===== config.mk =====
export PLATFORM = sky130hd
export DESIGN_NAME = cst_sequencer
export DESIGN_NICKNAME = d
export VERILOG_FILES = /design/src/rtl/cst_pkg.sv /design/src/rtl/cst_timer.sv /design/src/rtl/cst_sequencer.sv
export SDC_FILE = /design/constraint.sdc
export NUM_CORES = 1
export LEC_CHECK = 0
export BUFFER_PORTS_ARGS = -buffer_cell sky130_fd_sc_hd__buf_2
export CAP_MARGIN = 20
export CORE_MARGIN = 3
export CORE_UTILIZATION = 44
export DETAILED_ROUTE_END_ITERATION = 7
export PLACE_DENSITY = 0.63
export SLEW_MARGIN = 15
export SYNTH_ARGS = -nofsm -noshare
export SYNTH_HDL_FRONTEND = slang
export SYNTH_SLANG_ARGS = --single-unit

===== constraint.sdc =====
create_clock -name mclk -period 13.09 [get_ports mclk]
set_clock_uncertainty 0.05 [all_clocks]
set_input_delay 1.309 -clock mclk [delete_from_list [all_inputs] [get_ports mclk]]
set_output_delay 1.309 -clock mclk [all_outputs]
set_load 0.01 [all_outputs]

===== src/rtl/cst_pkg.sv =====
package cst_pkg;
  // master timing clock: one period of the sequence, in mclk cycles
  localparam int MCLK_NS_X10     = 40;   // 4 ns clock period, in 0.1 ns
  localparam int PERIOD_NS_X10   = 2375; // 237.5 ns master period
  localparam int PERIOD_CYC      = PERIOD_NS_X10 / MCLK_NS_X10;
  localparam int DRY_TRAP_NS     = 170;  // shortened data ready width
  localparam int DRY_TRAP_CYC    = (DRY_TRAP_NS * 10) / MCLK_NS_X10;
  localparam int DRY_NORM_CYC    = PERIOD_NS_X10 / MCLK_NS_X10;
  // sampling clock 0.58 MHz: half period about 862 ns
  localparam int SAMP_HALF_NS    = 862;
  localparam int SAMP_HALF_CYC   = (SAMP_HALF_NS * 10) / MCLK_NS_X10;
  localparam int WORD_W          = 16;   // bus word width
  localparam logic [3:0] PER_LAST = 4'h8; // eight periods per sequence

  typedef enum logic [1:0] {
    CST_IDLE = 2'b00,
    CST_INTR = 2'b01,
    CST_TOUT = 2'b10,
    CST_TIN  = 2'b11
  } cst_op_t;

  // near-side processor status inputs
  typedef struct packed {
    logic phase_timing_clock;
    logic fetch_cycle_flag;
    logic execute_phase_flag;
    logic intr_inhibit;
    logic trap_inhibit;
    logic two_word_op;
    logic jump_and_mark_op;
  } cst_cpu_t;

  // datapath and memory controls driven toward the processor
  typedef struct packed {
    logic arith_clear_receive;
    logic address_receive_window;
    logic io_bus_receive_gate;
    logic load_address_register;
    logic address_increment;
    logic arith_bus_select;
    logic phase_clock_enable;
    logic clock_one_inhibit;
    logic clear_word_register;
    logic memory_start_pulse;
    logic load_instr_register;
    logic trap_output_gate;
    logic io_bus_drive_gate;
    logic trap_input_gate;
    logic half_cycle_select;
    logic trap_write_latch;
    logic load_word_register;
  } cst_ctl_t;
endpackage


===== src/rtl/cst_timer.sv =====
`timescale 1ns/1ps
// divider giving a one-cycle enable at a fixed count
module cst_timer #(
  parameter int COUNT = cst_pkg::PERIOD_CYC
) (
  input  wire logic mclk,
  input  wire logic rst,
  input  wire logic run,   // hold at zero while low
  output logic      tick   // one-cycle pulse every COUNT cycles
);
  logic [15:0] cnt_q;      // running count

  // count up, wrap and pulse at the terminal value
  always_ff @(posedge mclk or posedge rst) begin
    if (rst) begin
      cnt_q <= 16'h0000;
      tick  <= 1'b0;
    end else if (!run) begin
      cnt_q <= 16'h0000;
      tick  <= 1'b0;
    end else if (cnt_q == 16'(COUNT - 1)) begin
      cnt_q <= 16'h0000;
      tick  <= 1'b1;
    end else begin
      cnt_q <= cnt_q + 16'h0001;
      tick  <= 1'b0;
    end
  end
endmodule


===== src/rtl/cst_sequencer.sv =====
`timescale 1ns/1ps
//Contract
//- interrupt detected at phase low and fetch
//- trap detected at phase high and execute
//- interrupt period 2 sets inhibit, acknowledge
//- interrupt period 3 timing one, address load
//- interrupt function ready at period 4, unused
//- interrupt period 5 timing two, memory start
//- period 7 loads instruction, timing one again
//- two-word op forces address bit zero
//- jump-and-mark issues jump signal in period 8
//- trap holds acknowledge through period 7, inhibit through period 8
//- trap period 3 sets release, timing one
//- trap-out period 4 clears word, reads memory
//- trap-out period 5 drives word onto bus
//- trap-out data ready shortened to 170 ns
//- trap-out period 8 resets, inhibit ends after
//- trap-in starts exactly like trap-out
//- trap-in period 4 function ready, dummy cycle
//- trap-in period 5 half cycle, bus receive
//- trap-in period 6 sets write latch
//- trap-in period 7 loads word, starts write
//- trap-in period 8 resets latch and gates
//- sampling clock 0.58 MHz, held during acknowledge
module cst_sequencer
  import cst_pkg::*;
#(
  parameter int PER_CYC = cst_pkg::PERIOD_CYC
) (
  input  wire logic                mclk,
  input  wire logic                rst,
  input  wire logic                interrupt_request_line,
  input  wire logic                trap_out_request,
  input  wire logic                trap_in_request,
  input  wire cst_pkg::cst_cpu_t   cpu_in,
  input  wire logic [cst_pkg::WORD_W-1:0] io_bus_in,
  input  wire logic [cst_pkg::WORD_W-1:0] mem_word_in,
  output logic                     acknowledge_ff,
  output logic                     request_sampling_clock,
  output logic                     jump_mark_inhibit,
  output logic                     function_ready_strobe,
  output logic                     data_ready_strobe,
  output logic [cst_pkg::WORD_W-1:0] io_bus_out,
  output logic                     io_bus_oe,
  output logic [cst_pkg::WORD_W-1:0] mem_addr_out,
  output logic [cst_pkg::WORD_W-1:0] mem_data_out,
  output cst_pkg::cst_ctl_t        ctl,
  output logic                     clock_inhibit_ff,
  output logic                     busy
);
  import cst_pkg::*;

  // synchronised pins and processor flags
  logic [2:0] req_s1_q;                  // first stage, read only by stage 2
  logic [2:0] req_s2_q;                  // usable request levels
  cst_cpu_t   cpu_q;                     // same-domain status, no sync
  logic [WORD_W-1:0] bus_s1_q;           // bus first stage
  logic [WORD_W-1:0] bus_s2_q;           // bus usable value

  // sequencer state
  cst_op_t    op_q;                      // running operation
  logic [3:0] per_q;                     // current master period 1..8
  logic       per_tick;                  // end of a master period
  logic [7:0] sub_q;                     // cycle within the period
  logic       ack_rel_q;                 // acknowledge release flip-flop
  logic       t1_q;                      // sequence timing one
  logic       t2_q;                      // sequence timing two
  logic       wlatch_q;                  // trap write latch
  logic       samp_tick;                 // sampling clock half period
  logic       samp_q;                    // free-running sampling clock
  logic [7:0] dry_cnt_q;                 // data ready width counter
  logic       trap_op;                   // either trap kind

  // trap request inside its phase and execute window, not inhibited
  function automatic logic trap_hit(input logic [2:0] r,
                                    input cst_cpu_t   c);
    return (r[1] || r[2]) && c.phase_timing_clock &&
           c.execute_phase_flag && !c.trap_inhibit;
  endfunction

  // interrupt request inside its phase-low fetch window, not inhibited
  function automatic logic intr_hit(input logic [2:0] r,
                                    input cst_cpu_t   c);
    return r[0] && !c.phase_timing_clock && c.fetch_cycle_flag &&
           !c.intr_inhibit;
  endfunction

  assign trap_op = (op_q == CST_TOUT) || (op_q == CST_TIN);

  // master period divider, held while idle
  cst_timer #(.COUNT(PER_CYC)) u_per (
    .mclk (mclk),
    .rst  (rst),
    .run  (op_q != CST_IDLE),
    .tick (per_tick)
  );

  // sampling clock divider, free running
  cst_timer #(.COUNT(SAMP_HALF_CYC)) u_samp (
    .mclk (mclk),
    .rst  (rst),
    .run  (1'b1),
    .tick (samp_tick)
  );

  // two-stage synchronisers for pin inputs
  always_ff @(posedge mclk or posedge rst) begin
    if (rst) begin
      req_s1_q <= 3'h0;
      req_s2_q <= 3'h0;
      bus_s1_q <= '0;
      bus_s2_q <= '0;
    end else begin
      req_s1_q <= {trap_in_request, trap_out_request,
                   interrupt_request_line};
      req_s2_q <= req_s1_q;
      bus_s1_q <= io_bus_in;
      bus_s2_q <= bus_s1_q;
    end
  end

  // processor flags come from the same clock
  always_ff @(posedge mclk or posedge rst) begin
    if (rst) cpu_q <= '0;
    else     cpu_q <= cpu_in;
  end

  // operation select, detection and sequence end
  always_ff @(posedge mclk or posedge rst) begin
    if (rst) begin
      op_q             <= CST_IDLE;
      per_q            <= 4'h1;
      clock_inhibit_ff <= 1'b0;
    end else if (op_q == CST_IDLE) begin
      per_q <= 4'h1;
      // new request only once inhibit has reset
      if (trap_hit(req_s2_q, cpu_q)) begin
        // trap-out wins a tie; both trap kinds start alike
        op_q             <= req_s2_q[1] ? CST_TOUT : CST_TIN;
        per_q            <= 4'h2;
        clock_inhibit_ff <= 1'b1;
      end else if (intr_hit(req_s2_q, cpu_q)) begin
        op_q             <= CST_INTR;
        per_q            <= 4'h2;
        clock_inhibit_ff <= 1'b1;
      end
    end else if (per_tick) begin
      if (per_q == PER_LAST) begin
        op_q             <= CST_IDLE;
        clock_inhibit_ff <= 1'b0;
      end else begin
        per_q <= per_q + 4'h1;
        // interrupt drops inhibit entering period 3
        if (op_q == CST_INTR && per_q == 4'h2)
          clock_inhibit_ff <= 1'b0;
      end
    end
  end

  // acknowledge and release flip-flops
  always_ff @(posedge mclk or posedge rst) begin
    if (rst) begin
      acknowledge_ff <= 1'b0;
      ack_rel_q      <= 1'b0;
    end else if (op_q == CST_IDLE) begin
      acknowledge_ff <= 1'b0;
      ack_rel_q      <= 1'b0;
      // set together with inhibit
      if (trap_hit(req_s2_q, cpu_q) || intr_hit(req_s2_q, cpu_q))
        acknowledge_ff <= 1'b1;
    end else if (per_tick) begin
      if (op_q == CST_INTR && per_q == 4'h2)
        acknowledge_ff <= 1'b0;
      if (trap_op && per_q == 4'h2)
        ack_rel_q <= 1'b1;
      // release lets acknowledge drop while inhibit still stands
      if (trap_op && per_q == 4'h7 && ack_rel_q)
        acknowledge_ff <= 1'b0;
    end
  end

  // timing flip-flops and write latch, moved at period starts
  always_ff @(posedge mclk or posedge rst) begin
    if (rst) begin
      t1_q     <= 1'b0;
      t2_q     <= 1'b0;
      wlatch_q <= 1'b0;
    end else if (op_q == CST_IDLE) begin
      t1_q     <= 1'b0;
      t2_q     <= 1'b0;
      wlatch_q <= 1'b0;
    end else if (per_tick) begin
      unique case (per_q)
        4'h2: t1_q <= 1'b1;
        4'h4: begin
          t1_q <= 1'b0;
          t2_q <= 1'b1;
        end
        4'h5: begin
          if (trap_op) t1_q <= 1'b1;
          // write latch opens with period 6 on trap-in
          if (op_q == CST_TIN) wlatch_q <= 1'b1;
        end
        4'h6: if (op_q == CST_INTR) t1_q <= 1'b1;
        4'h7: if (trap_op) begin
          t1_q     <= 1'b0;
          t2_q     <= 1'b0;
          wlatch_q <= 1'b0;
        end
        default: ;
      endcase
    end
  end

  // period-relative position, drives pulse widths
  always_ff @(posedge mclk or posedge rst) begin
    if (rst)                           sub_q <= 8'h00;
    else if (op_q == CST_IDLE || per_tick) sub_q <= 8'h00;
    else if (sub_q != 8'hff)           sub_q <= sub_q + 8'h01;
  end

  // sampling clock; held true through acknowledge
  always_ff @(posedge mclk or posedge rst) begin
    if (rst) begin
      samp_q                 <= 1'b0;
      request_sampling_clock <= 1'b0;
    end else begin
      if (samp_tick) samp_q <= ~samp_q;
      request_sampling_clock <= acknowledge_ff | samp_q;
    end
  end

  // strobes toward controllers
  always_ff @(posedge mclk or posedge rst) begin
    if (rst) begin
      function_ready_strobe <= 1'b0;
      data_ready_strobe     <= 1'b0;
      jump_mark_inhibit     <= 1'b0;
      dry_cnt_q             <= 8'h00;
    end else begin
      // function ready in period 4; unused by interrupts
      function_ready_strobe <= (op_q != CST_IDLE) && per_q == 4'h4;
      // jump signal during period 8 for jump-and-mark
      jump_mark_inhibit <= op_q == CST_INTR && per_q == PER_LAST &&
                           cpu_q.two_word_op && cpu_q.jump_and_mark_op;
      // data ready: 170 ns on trap-out, full period on trap-in
      if (trap_op && per_q == 4'h7 && sub_q == 8'h00 && !per_tick)
        dry_cnt_q <= (op_q == CST_TOUT) ? 8'(DRY_TRAP_CYC)
                                        : 8'(DRY_NORM_CYC);
      else if (dry_cnt_q != 8'h00)
        dry_cnt_q <= dry_cnt_q - 8'h01;
      // controller drops its request after this falls
      data_ready_strobe <= dry_cnt_q != 8'h00;
    end
  end

  // datapath and memory controls
  always_ff @(posedge mclk or posedge rst) begin
    if (rst) begin
      ctl <= '0;
    end else begin
      ctl.arith_bus_select   <= trap_op;
      ctl.clock_one_inhibit  <= clock_inhibit_ff;
      ctl.address_receive_window <= t1_q && !t2_q &&
                                    per_q <= 4'h4;
      ctl.phase_clock_enable <= trap_op && t1_q;
      ctl.address_increment  <= op_q == CST_INTR && per_q == PER_LAST &&
                                cpu_q.two_word_op;
      ctl.arith_clear_receive <= (t1_q && per_q <= 4'h4) || (trap_op && t2_q)
                                 || ctl.address_increment;
      ctl.io_bus_receive_gate <= (t1_q && per_q <= 4'h4) ||
                                 (op_q == CST_TIN && t2_q) ||
                                 ctl.address_increment;
      ctl.load_address_register <= (t1_q && per_q <= 4'h4) ||
          (ctl.address_increment && per_tick);
      ctl.trap_output_gate  <= op_q == CST_TOUT && t2_q;
      ctl.io_bus_drive_gate <= op_q == CST_TOUT && t2_q;
      ctl.trap_input_gate   <= op_q == CST_TIN && t2_q;
      ctl.half_cycle_select <= op_q == CST_TIN && t2_q;
      ctl.trap_write_latch  <= wlatch_q;
      ctl.clear_word_register <= trap_op && per_q == 4'h4 &&
                                 sub_q == 8'h00;
      ctl.memory_start_pulse <= (per_tick && per_q == 4'h4 && op_q == CST_INTR)
          || (trap_op && per_q == 4'h4 && sub_q == 8'h00)
          || (op_q == CST_TIN && per_q == 4'h7 && sub_q == 8'h00);
      ctl.load_word_register <= op_q == CST_TIN && per_q == 4'h7 &&
                                sub_q == 8'h00;
      ctl.load_instr_register <= op_q == CST_INTR && per_tick &&
                                 per_q == 4'h6;
    end
  end

  // address and data words
  always_ff @(posedge mclk or posedge rst) begin
    if (rst) begin
      mem_addr_out <= '0;
      mem_data_out <= '0;
      io_bus_out   <= '0;
      io_bus_oe    <= 1'b0;
      busy         <= 1'b0;
    end else begin
      busy <= op_q != CST_IDLE;
      // capture address while the receive window is open
      if (t1_q && per_q <= 4'h4)
        mem_addr_out <= bus_s2_q;
      // second word: bit 0 forced, controller address is even
      else if (op_q == CST_INTR && per_q == PER_LAST && per_tick &&
               cpu_q.two_word_op)
        mem_addr_out <= bus_s2_q | 16'h0001;
      if (op_q == CST_TIN && per_q == 4'h7 && sub_q == 8'h00)
        mem_data_out <= bus_s2_q;
      // bus driven from periods 5 to 7 on trap-out
      io_bus_oe  <= op_q == CST_TOUT && t2_q;
      io_bus_out <= (op_q == CST_TOUT && t2_q) ? mem_word_in : '0;
    end
  end
endmodule


After elaboration in Yosys (flattened, before gate mapping)
Cells that the tools add are included.
{"block": "totals", "output_inout_bits": 73, "inputBits": 44, "ff_bits": 176, "word_cells": 199}
{"block": "classes", "reduce_logical": 73, "addsub": 5, "n_mux": 51, "n_lt_le_gt_ge": 1, "bitwise": 2, "eq_ne": 18}
{"op": "two-way mux 16 bit", "n": 6}
{"op": "logical AND 1 bit", "n": 34}
{"op": "adder 16 x 1 -> 16 bit, second input constant", "n": 2}
{"op": "two-way mux 8 bit", "n": 4}
{"op": "two-way mux 1 bit", "n": 27}
{"op": "== test 16 x 6 -> 1 bit, second input constant", "n": 1}
{"op": "== test 16 x 8 -> 1 bit, second input constant", "n": 1}
{"op": "== test 4 x 3 -> 1 bit, second input constant", "n": 4}
{"op": "two-way mux 2 bit", "n": 7}
{"op": "nonzero test 2 bit", "n": 7}
{"op": "two-way mux 4 bit", "n": 3}
{"op": "inequality test 3 bit, second input constant", "n": 4}
{"op": "nonzero test 3 bit", "n": 4}
{"op": "logical OR 1 bit", "n": 11}
{"op": "AND reduction 3 bit", "n": 3}
{"op": "adder 8 x 1 -> 8 bit, second input constant", "n": 1}
{"op": "logical NOT 8 bit", "n": 1}
{"op": "inequality test 8 bit, second input constant", "n": 1}
{"op": "nonzero test 8 bit", "n": 1}
{"op": "subtractor 8 x 1 -> 8 bit, second input constant", "n": 1}
{"op": "AND reduction 2 bit", "n": 3}
{"op": "nonzero test 6 bit", "n": 1}
{"op": "logical NOT 1 bit", "n": 5}
{"op": "two-way mux 5 bit", "n": 1}
{"op": "other kinds (15)", "n": 17}

Logic depth before layout (Yosys ltp)
Gate-level depths: netlist of the first run.
{"block": "logic_depth", "ltp_word": 7, "ltp_mapped": 7}

Hierarchy
From an unflattened synthesis of the first run, not the netlist that was laid out.
{"block": "hier_totals", "hier_cells": 557, "hier_area_um2": 6993.0}
{"module": "cst_sequencer", "n_inst": 1, "cells_per_inst": 387, "seq_area_each_um2": 3554.7, "area_per_inst_um2": 5300.1}
{"module": "cst_timer at u_per", "n_inst": 1, "cells_per_inst": 85, "seq_area_each_um2": 425.4, "area_per_inst_um2": 852.1}
{"module": "cst_timer at u_samp", "n_inst": 1, "cells_per_inst": 85, "seq_area_each_um2": 425.4, "area_per_inst_um2": 840.8}

Worst setup path after synthesis of the first run
OpenSTA, ideal clock, no wires.
{"block": "synth_timing", "path_type": "reg-to-reg", "start": "register per_q[0]", "end": "register mem_addr_out[1] in the netlist's numbering", "setup_time_ns": 0.125, "synth_period_minus_slack_ns": 2.219, "stages_incl_launch_ff": 8, "arrival_ns": 2.045, "path_slack_ns": 10.871, "path_buffers": 1, "cell_sequence": "dfstp_2 > inv_1 > ha_1 > and3b_1 > and3_1 > a21boi_2 > buf_4 > mux2_2"}
{"block": "synth_between", "elab_chain_cells": 5, "elab_cells_between_ends": 8, "cone_classes": "order compare (1); eq/ne (1); mux (1); reduce/logical (5)"}
{"item": "from (decl)", "line": "cst_sequencer.sv:62", "source": "logic [3:0] per_q;"}
{"item": "from (signal assigned)", "line": "cst_sequencer.sv:152", "source": "per_q <= per_q + 4'h1;"}
{"item": "parallel branches: the longest is 5 deep, another holds less-or-equal comparator 4 x 3 -> 1 bit"}
{"item": "to (signal assigned)", "line": "cst_sequencer.sv:305", "source": "mem_addr_out <= bus_s2_q;"}
{"item": "to (signal assigned)", "line": "cst_sequencer.sv:309", "source": "mem_addr_out <= bus_s2_q | 16'h0001;"}
{"item": "to (decl)", "line": "cst_sequencer.sv:45", "source": "output logic [cst_pkg::WORD_W-1:0] mem_addr_out,"}
Parallel ways; which one is timed is not known.
A chain may end at the register's enable or synchronous reset.

Final worst setup path of the first run
{"block": "layout_timing", "start": "register per_q[0]", "end": "register mem_addr_out[10] in the netlist's numbering"}
Same word-level chain as after synthesis.

==> reports/qor.txt, run 1 <==
status -> complete, no violations
Avg Vias per Cell -> 5.15
Critical Path Sink Type -> flop
Worst setup SP type -> flop
WL/cell -> 15.8 um
final hold vios -> 0
Post-CTS Setup Bufs -> 0
WP data required -> 13360 ps
synth-to-layout area growth -> 19.2%
Final Cell Area -> 8150 sq um
peak supply drop -> 0.0886 mV
drt initial violations -> 262
Critical R2R Launch -> per_q[0]$_DFFE_PP1P_
PortBufs -> 116
detailed placement HPWL -> 9360 um
Die Wd -> 131 um
worst-margin pin slew -> 1000 ps
Yosys cell types -> 59
layout filler cell count -> 1245
core area -> 14900 sq um
Gate Count Post-Synth -> 539
Rows -> 44
Resize count post-CTS -> 0
Yosys reg bits -> 176
max cap viols -> 0
Synth Flop Type -> dfrtp_1
EDFF count, synth -> 0
final setup TNS -> 0 ps
drt total wl -> 13400 um
Starting Density -> 46.0%
clock buffer depth -> 2
Largest stage delay, worst path -> 760 ps
setup violators final -> 0
CP max FO -> 16
Final Wtd Congestion -> 0.827
Vias -> 4391
pin count of the biggest net entering global routing -> 103
I/O pin cnt -> 117
CTS tree -> built
Max Clock Freq -> 0.370 GHz
CP max-delay cell -> a21boi_2
Worst Setup EP -> mem_addr_out[10]$_DFFE_PP0P_
total CTS buffers -> 17
fraction of registers with async set/reset -> 100%
crit share post-route -> 20.6%
placed cell areas -> 7570 sq um
Worst setup startpoint -> per_q[0]$_DFFE_PP1P_
Worst-path clk slew -> 70 ps
first-pass GRT wire length -> 21900 um
RSZ-0062 raised after global routing -> no
Synthesized Nets -> 600
Nets -> 717
Hold WC Path Type -> flop to flop
WP buf/inv -> 1
vias in the first global route -> 4380
CP Class -> flop to flop
instance count on the critical path -> 6
worst-case reg-to-reg path depth -> 6
worst rel slew slack -> 32.8%
Root Driver -> clkbuf_16
Inserted Diodes -> 0
Yosys Warn Count -> 0
pwr/cell area -> 174 nW/um^2
H-tree Lvls -> 4
Sink Count -> 176
ANT nets after route -> 0
crit-path cells -> inv_1, ha_1, and3b_1, and3_1, a21boi_2, mux2_2
Final Max Slew Viols -> 0
Avg Cell Area, Syn -> 12.7 sq um
CP top delay family -> compound AO/OA/AOI/OAI gates
Reg-to-Reg End -> mem_addr_out[10]$_DFFE_PP0P_
register area share after synthesis -> 64.4%
synthesized area -> 6840 sq um
DRT Pass-1 Iters -> 4
Lkg Pwr -> 0.00415 uW
critical path arrival -> 2960 ps
die area -> 17100 sq um
initial antenna violation count -> 0
Worst-Skew Late Latency -> 420 ps
hold-fix buffers at CTS -> 0
final core area utilization -> 54.8%
reg2reg setup slack -> 10390 ps
Die Span Y -> 131 um
GR Overflow Total -> 0
GRT Overall Usage -> 16.4%
post-layout min period -> 2700 ps
layout cell share with drive strength beyond 1 -> 29.0%
DRC -> 0
per-layer routing:
metal / global-route usage, % / vias to the layer above / share of wire, %
li1: - / 2083 / -
met1: 22.0 / 2149 / 45
met2: 25.5 / 139 / 46
met3: 5.08 / 20 / 6.4
met4: 6.05 / 0 / 1.9
met5: 0 / - / 0
layout make-up:
class | instances | area, sq um | area share, %
multi-input cells | 321 | 2250 | 27.6
inverters | 23 | 91.3 | 1.12
clock buffers | 23 | 478 | 5.86
repair buffers | 117 | 588 | 7.22
clock inverters | 9 | 105 | 1.29
well taps | 184 | 230 | 2.82
flip-flops and latches | 176 | 4410 | 54.1
stage by stage:
step                      hold WS, ps  cells  total power, uW  worst slack (ps)
after global placement            281    821              922             10000
after detailed placement          285    821              932              9930
after global routing              300    853             1500             10170
after CTS                         301    853             1430             10390
final                             299    853             1420             10390
after floorplan                   281    539              831              6960
how the worst min path moves through the flow:
stage | startpoint | to | depth (start not counted)
6_report | req_s1_q[0]$_DFF_PP0_ | req_s2_q[0]$_DFF_PP0_ | 0
5_1_grt | bus_s1_q[4]$_DFF_PP0_ | bus_s2_q[4]$_DFF_PP0_ | 0
4_1_cts | bus_s1_q[4]$_DFF_PP0_ | bus_s2_q[4]$_DFF_PP0_ | 0
3_5_place_dp | bus_s1_q[0]$_DFF_PP0_ | bus_s2_q[0]$_DFF_PP0_ | 0
3_3_place_gp | bus_s1_q[10]$_DFF_PP0_ | bus_s2_q[10]$_DFF_PP0_ | 0
2_1_floorplan | bus_s1_q[0]$_DFF_PP0_ | bus_s2_q[0]$_DFF_PP0_ | 0
layout by cell type (no fill, tap or decap), drive strengths merged, types with 3 or more instances in the layout:
| cell type | synthesis | final |
|---|---|---|
| buf | 8 | 117 |
| nor2 | 47 | 47 |
| xor2 | 15 | 15 |
| nor3 | 9 | 9 |
| nor3b | 3 | 3 |
| nand3b | 4 | 4 |
| nand4 | 9 | 9 |
| mux2i | 5 | 5 |
| o21ai | 15 | 15 |
| a21oi | 11 | 11 |
| a31oi | 4 | 4 |
| clkbuf | 11 | 23 |
| and3 | 21 | 21 |
| mux2 | 33 | 33 |
| nand2b | 3 | 3 |
| clkinv | 0 | 4 |
| xnor2 | 22 | 22 |
| nand2 | 27 | 27 |
| ha | 17 | 17 |
| or2 | 4 | 4 |
| nand3 | 21 | 21 |
| dfrtp | 175 | 175 |
| nor4 | 8 | 8 |
| inv | 23 | 25 |
| and2 | 9 | 9 |
where the power goes:
| part | switching [uW] | total, uW | internal, uW |
|---|---|---|---|
| clock | 201 | 498 | 296 |
| combinational | 160 | 270 | 110 |
| sequential | 43.0 | 650 | 607 |
sequential cells by signal, summed over array words and instances (netlist names), 2 cells and up:
register	cells
ctl	14
sub_q	8
req_s2_q	3
u_samp.cnt_q	16
op_q	2
per_q	4
cpu_q	7
bus_s1_q	16
mem_data_out	16
mem_addr_out	16
bus_s2_q	16
dry_cnt_q	8
io_bus_out	16
req_s1_q	3
u_per.cnt_q	16
worst register-to-register path, delay by kind of cell, from the launching register on:
family	cells	cell delay [ps]
compound gates	1	760
flops	1	560
simple gates	2	430
mux	1	430
fa+ha+maj	1	280
buf+inv	1	80
cells in the mapped netlist (all sizes together), types with 11 or more instances:
library cell,count,share of area (%)
xnor2,22,2.8
clkbuf,11,0.60
nor2,47,2.6
o21ai,15,1.1
nand3,21,1.6
xor2,15,1.9
inv,23,1.3
ha,17,3.1
dfrtp,175,64
nand2,27,1.5
mux2,33,5.5
a21oi,11,0.80
and3,21,1.9
logic make-up after synthesis:
kind of cell    count (synthesis)  share of synthesized area (%)
buf+inv                        42                           2.67
flops                         176                           64.4
mux                            38                           6.22
fa+ha+maj                      17                           3.11
compound gates                 50                           4.90
xor+xnor                       37                           4.74
simple gates                  179                           14.0
Power figures use the tool's default switching activity.
==> run 2, diff against run 1 <==
==> constraint.sdc (replaced) <==
create_clock -name mclk -period 2.8 [get_ports mclk]
set_clock_uncertainty 0.05 [all_clocks]
set_input_delay 0.28 -clock mclk [delete_from_list [all_inputs] [get_ports mclk]]
set_output_delay 0.28 -clock mclk [all_outputs]
set_load 0.01 [all_outputs]
==> run 2 against run 1 <==
Effect of this change: die area unchanged; count of clock-buffer cells in the layout shrank 6; critical path type unchanged; wire length down 1.6%; sequential power grew to 4.7 times the previous value; worst hold slack worse by 250 ps; critical endpoint is now mem_data_out[13]$_DFFE_PP0P_; flip-flop and latch count did not move; combinational power rose to 4.8 times the previous value; final cell count increased by 3.5%.
==> reports/qor.txt, run 2 (synthesis results as in run 1) <==
clock buffer depth -> 2 (unchanged)
worst rel slew slack -> 52.8% (+20 points)
crit-path cells -> inv_1, ha_1, nor4b_1, and2_1, nand3_2, mux2_2
most frequent cells in the layout -> 175 x dfrtp_1, 116 x buf_2, 47 x nor2_1
drt initial violations -> 235 (-10%)
final core area utilization -> 56.8% (+2.0 points)
ANT nets after route -> 0 (unchanged)
pwr/cell area -> 782 nW/um^2 (+350%)
Hold WC Path Type -> primary input to flop
routed wl met3 -> 682 um (-21%)
CP Class -> flop to flop
worst-margin pin slew -> 702 ps (-300 ps)
WL met2 -> 6150 um (-1.1%)
setup ws final -> 517 ps (-9870 ps)
Starting Density -> 46.0% (unchanged)
Avg Vias per Cell -> 5.09 (-1.1%)
CTS tree -> built
Worst setup SP type -> flop
Critical Path Sink Type -> flop
Die Span Y -> 131 um (unchanged)
core area -> 14900 sq um (unchanged)
DRT Pass-1 Iters -> 4 (unchanged)
final setup TNS -> 0 ps (unchanged)
CP max-delay cell -> mux2_2
WP data required -> 3060 ps (-10300 ps)
setup violators final -> 0 (unchanged)
Rows -> 44 (unchanged)
critical path arrival -> 2550 ps (-410 ps)
Sink Count -> 176 (unchanged)
synth-to-layout area growth -> 23.5%
peak supply drop -> 0.464 mV (+420%)
Lkg Pwr -> 0.00427 uW (+2.8%)
max cap viols -> 0 (unchanged)
GR Overflow Total -> 0 (unchanged)
layout cell share with drive strength beyond 1 -> 28.6% (-0.39 points)
Max Clock Freq -> 0.438 GHz (+18%)
vias in the first global route -> 4599 (+5.0%)
die area -> 17100 sq um (unchanged)
Nets -> 747 (+4.2%)
Final Max Slew Viols -> 0 (unchanged)
total CTS buffers -> 17 (unchanged)
worst hold margin -> 46.2 ps (-253 ps)
WP buf/inv -> 1 (unchanged)
crit share post-route -> 81.5% (+61 points)
Worst-Skew Late Latency -> 430 ps (about the same)
Inserted Diodes -> 0 (unchanged)
drt total wl -> 13200 um (-1.6%)
WL met1 -> 6090 um (-0.20%)
GRT Overall Usage -> 16.2% (-0.25 points)
Final Cell Area -> 8450 sq um (+3.6%)
DRC -> 0 (unchanged)
I/O pin cnt -> 117 (unchanged)
Final Wtd Congestion -> 0.872 (+5.4%)
initial antenna violation count -> 0 (unchanged)
CP top delay family -> simple AND/OR/NAND/NOR gates
pin count of the biggest net entering global routing -> 97 (-5.8%)
Root Driver -> clkbuf_16
H-tree Lvls -> 4 (unchanged)
WL/cell -> 15.0 um (-4.9%)
post-place setup slack -> 514 ps (-9420 ps)
layout filler cell count -> 1251 (+0.48%)
post-layout min period -> 2280 ps (-416 ps)
first-pass GRT wire length -> 21900 um (about the same)
Largest stage delay, worst path -> 450 ps (-310 ps)
Worst-path clk slew -> 70 ps (about the same)
CP max FO -> 18 (+2)
status -> complete, no violations
PortBufs -> 116 (unchanged)
detailed placement HPWL -> 9110 um (-2.6%)
Die Wd -> 131 um (unchanged)
highest routed layer -> met4
final hold vios -> 0 (unchanged)
Vias -> 4497 (+2.4%)
leading cell type in the layout, fill and taps excluded -> dfrtp_1
placed cell areas -> 7600 sq um (+0.45%)
RSZ-0062 raised after global routing -> no
run 2: cell type report:
type	count	area, sq um	share of cell area, %
Clock buffer	17	425	5.04
Multi-Input combinational cell	321	2250	26.7
Inverter	23	90.1	1.07
Sequential cell	176	4410	52.2
Tap cell	184	230	2.73
Timing Repair Buffer	147	893	10.6
Clock inverter	15	149	1.76
run 2: power breakdown:
group | total (uW) | internal, uW | switching, uW
sequential | 3040 | 2830 | 202
clock | 2280 | 1250 | 1030
combinational | 1290 | 549 | 738
total | 6600 | 4630 | 1970
run 2: final timing paths:
check	start	endpoint	slack, ps	cells past startpoint
hold / removal	mem_word_in[12]	io_bus_out[12]$_DFF_PP0_	50	2
setup / recovery	sub_q[0]$_DFFE_PP0P_	mem_data_out[13]$_DFFE_PP0P_	520	6
max in group asynchronous	rst	u_per.cnt_q[12]$_DFF_PP0_	1740	4
hold reg to reg	bus_s1_q[9]$_DFF_PP0_	bus_s2_q[9]$_DFF_PP0_	300	0
min in group asynchronous	rst	mem_addr_out[13]$_DFFE_PP0P_	510	4
setup reg to reg	sub_q[0]$_DFFE_PP0P_	mem_data_out[13]$_DFFE_PP0P_	520	6
run 2: repair_timing:
action	in CTS	in global routing
hold buffers	27	0
resized for setup	0	0
endpoints found under the hold margin	100	0
buffers inserted	0	0
run 2: routing by layer:
metal / up-vias / global-route usage, %
met4: 0 / 7.26
met3: 27 / 4.07
met2: 118 / 25.3
met5: - / 0
li1: 2142 / -
met1: 2210 / 21.5
run 2: through the flow:
stage          total power, uW  instances
3_5_place_dp              4360        824
5_1_grt                   6970        883
4_1_cts                   6680        883
3_3_place_gp              4320        824
6_report                  6600        883
2_1_floorplan             3880        539
run 2: worst reg2reg max path, cell delays in order (launching register included):
cell	delay [ps]
dfrtp_1	410
inv_1	100
ha_1	140
nor4b_1	300
and2_1	270
nand3_2	440
mux2_2	470
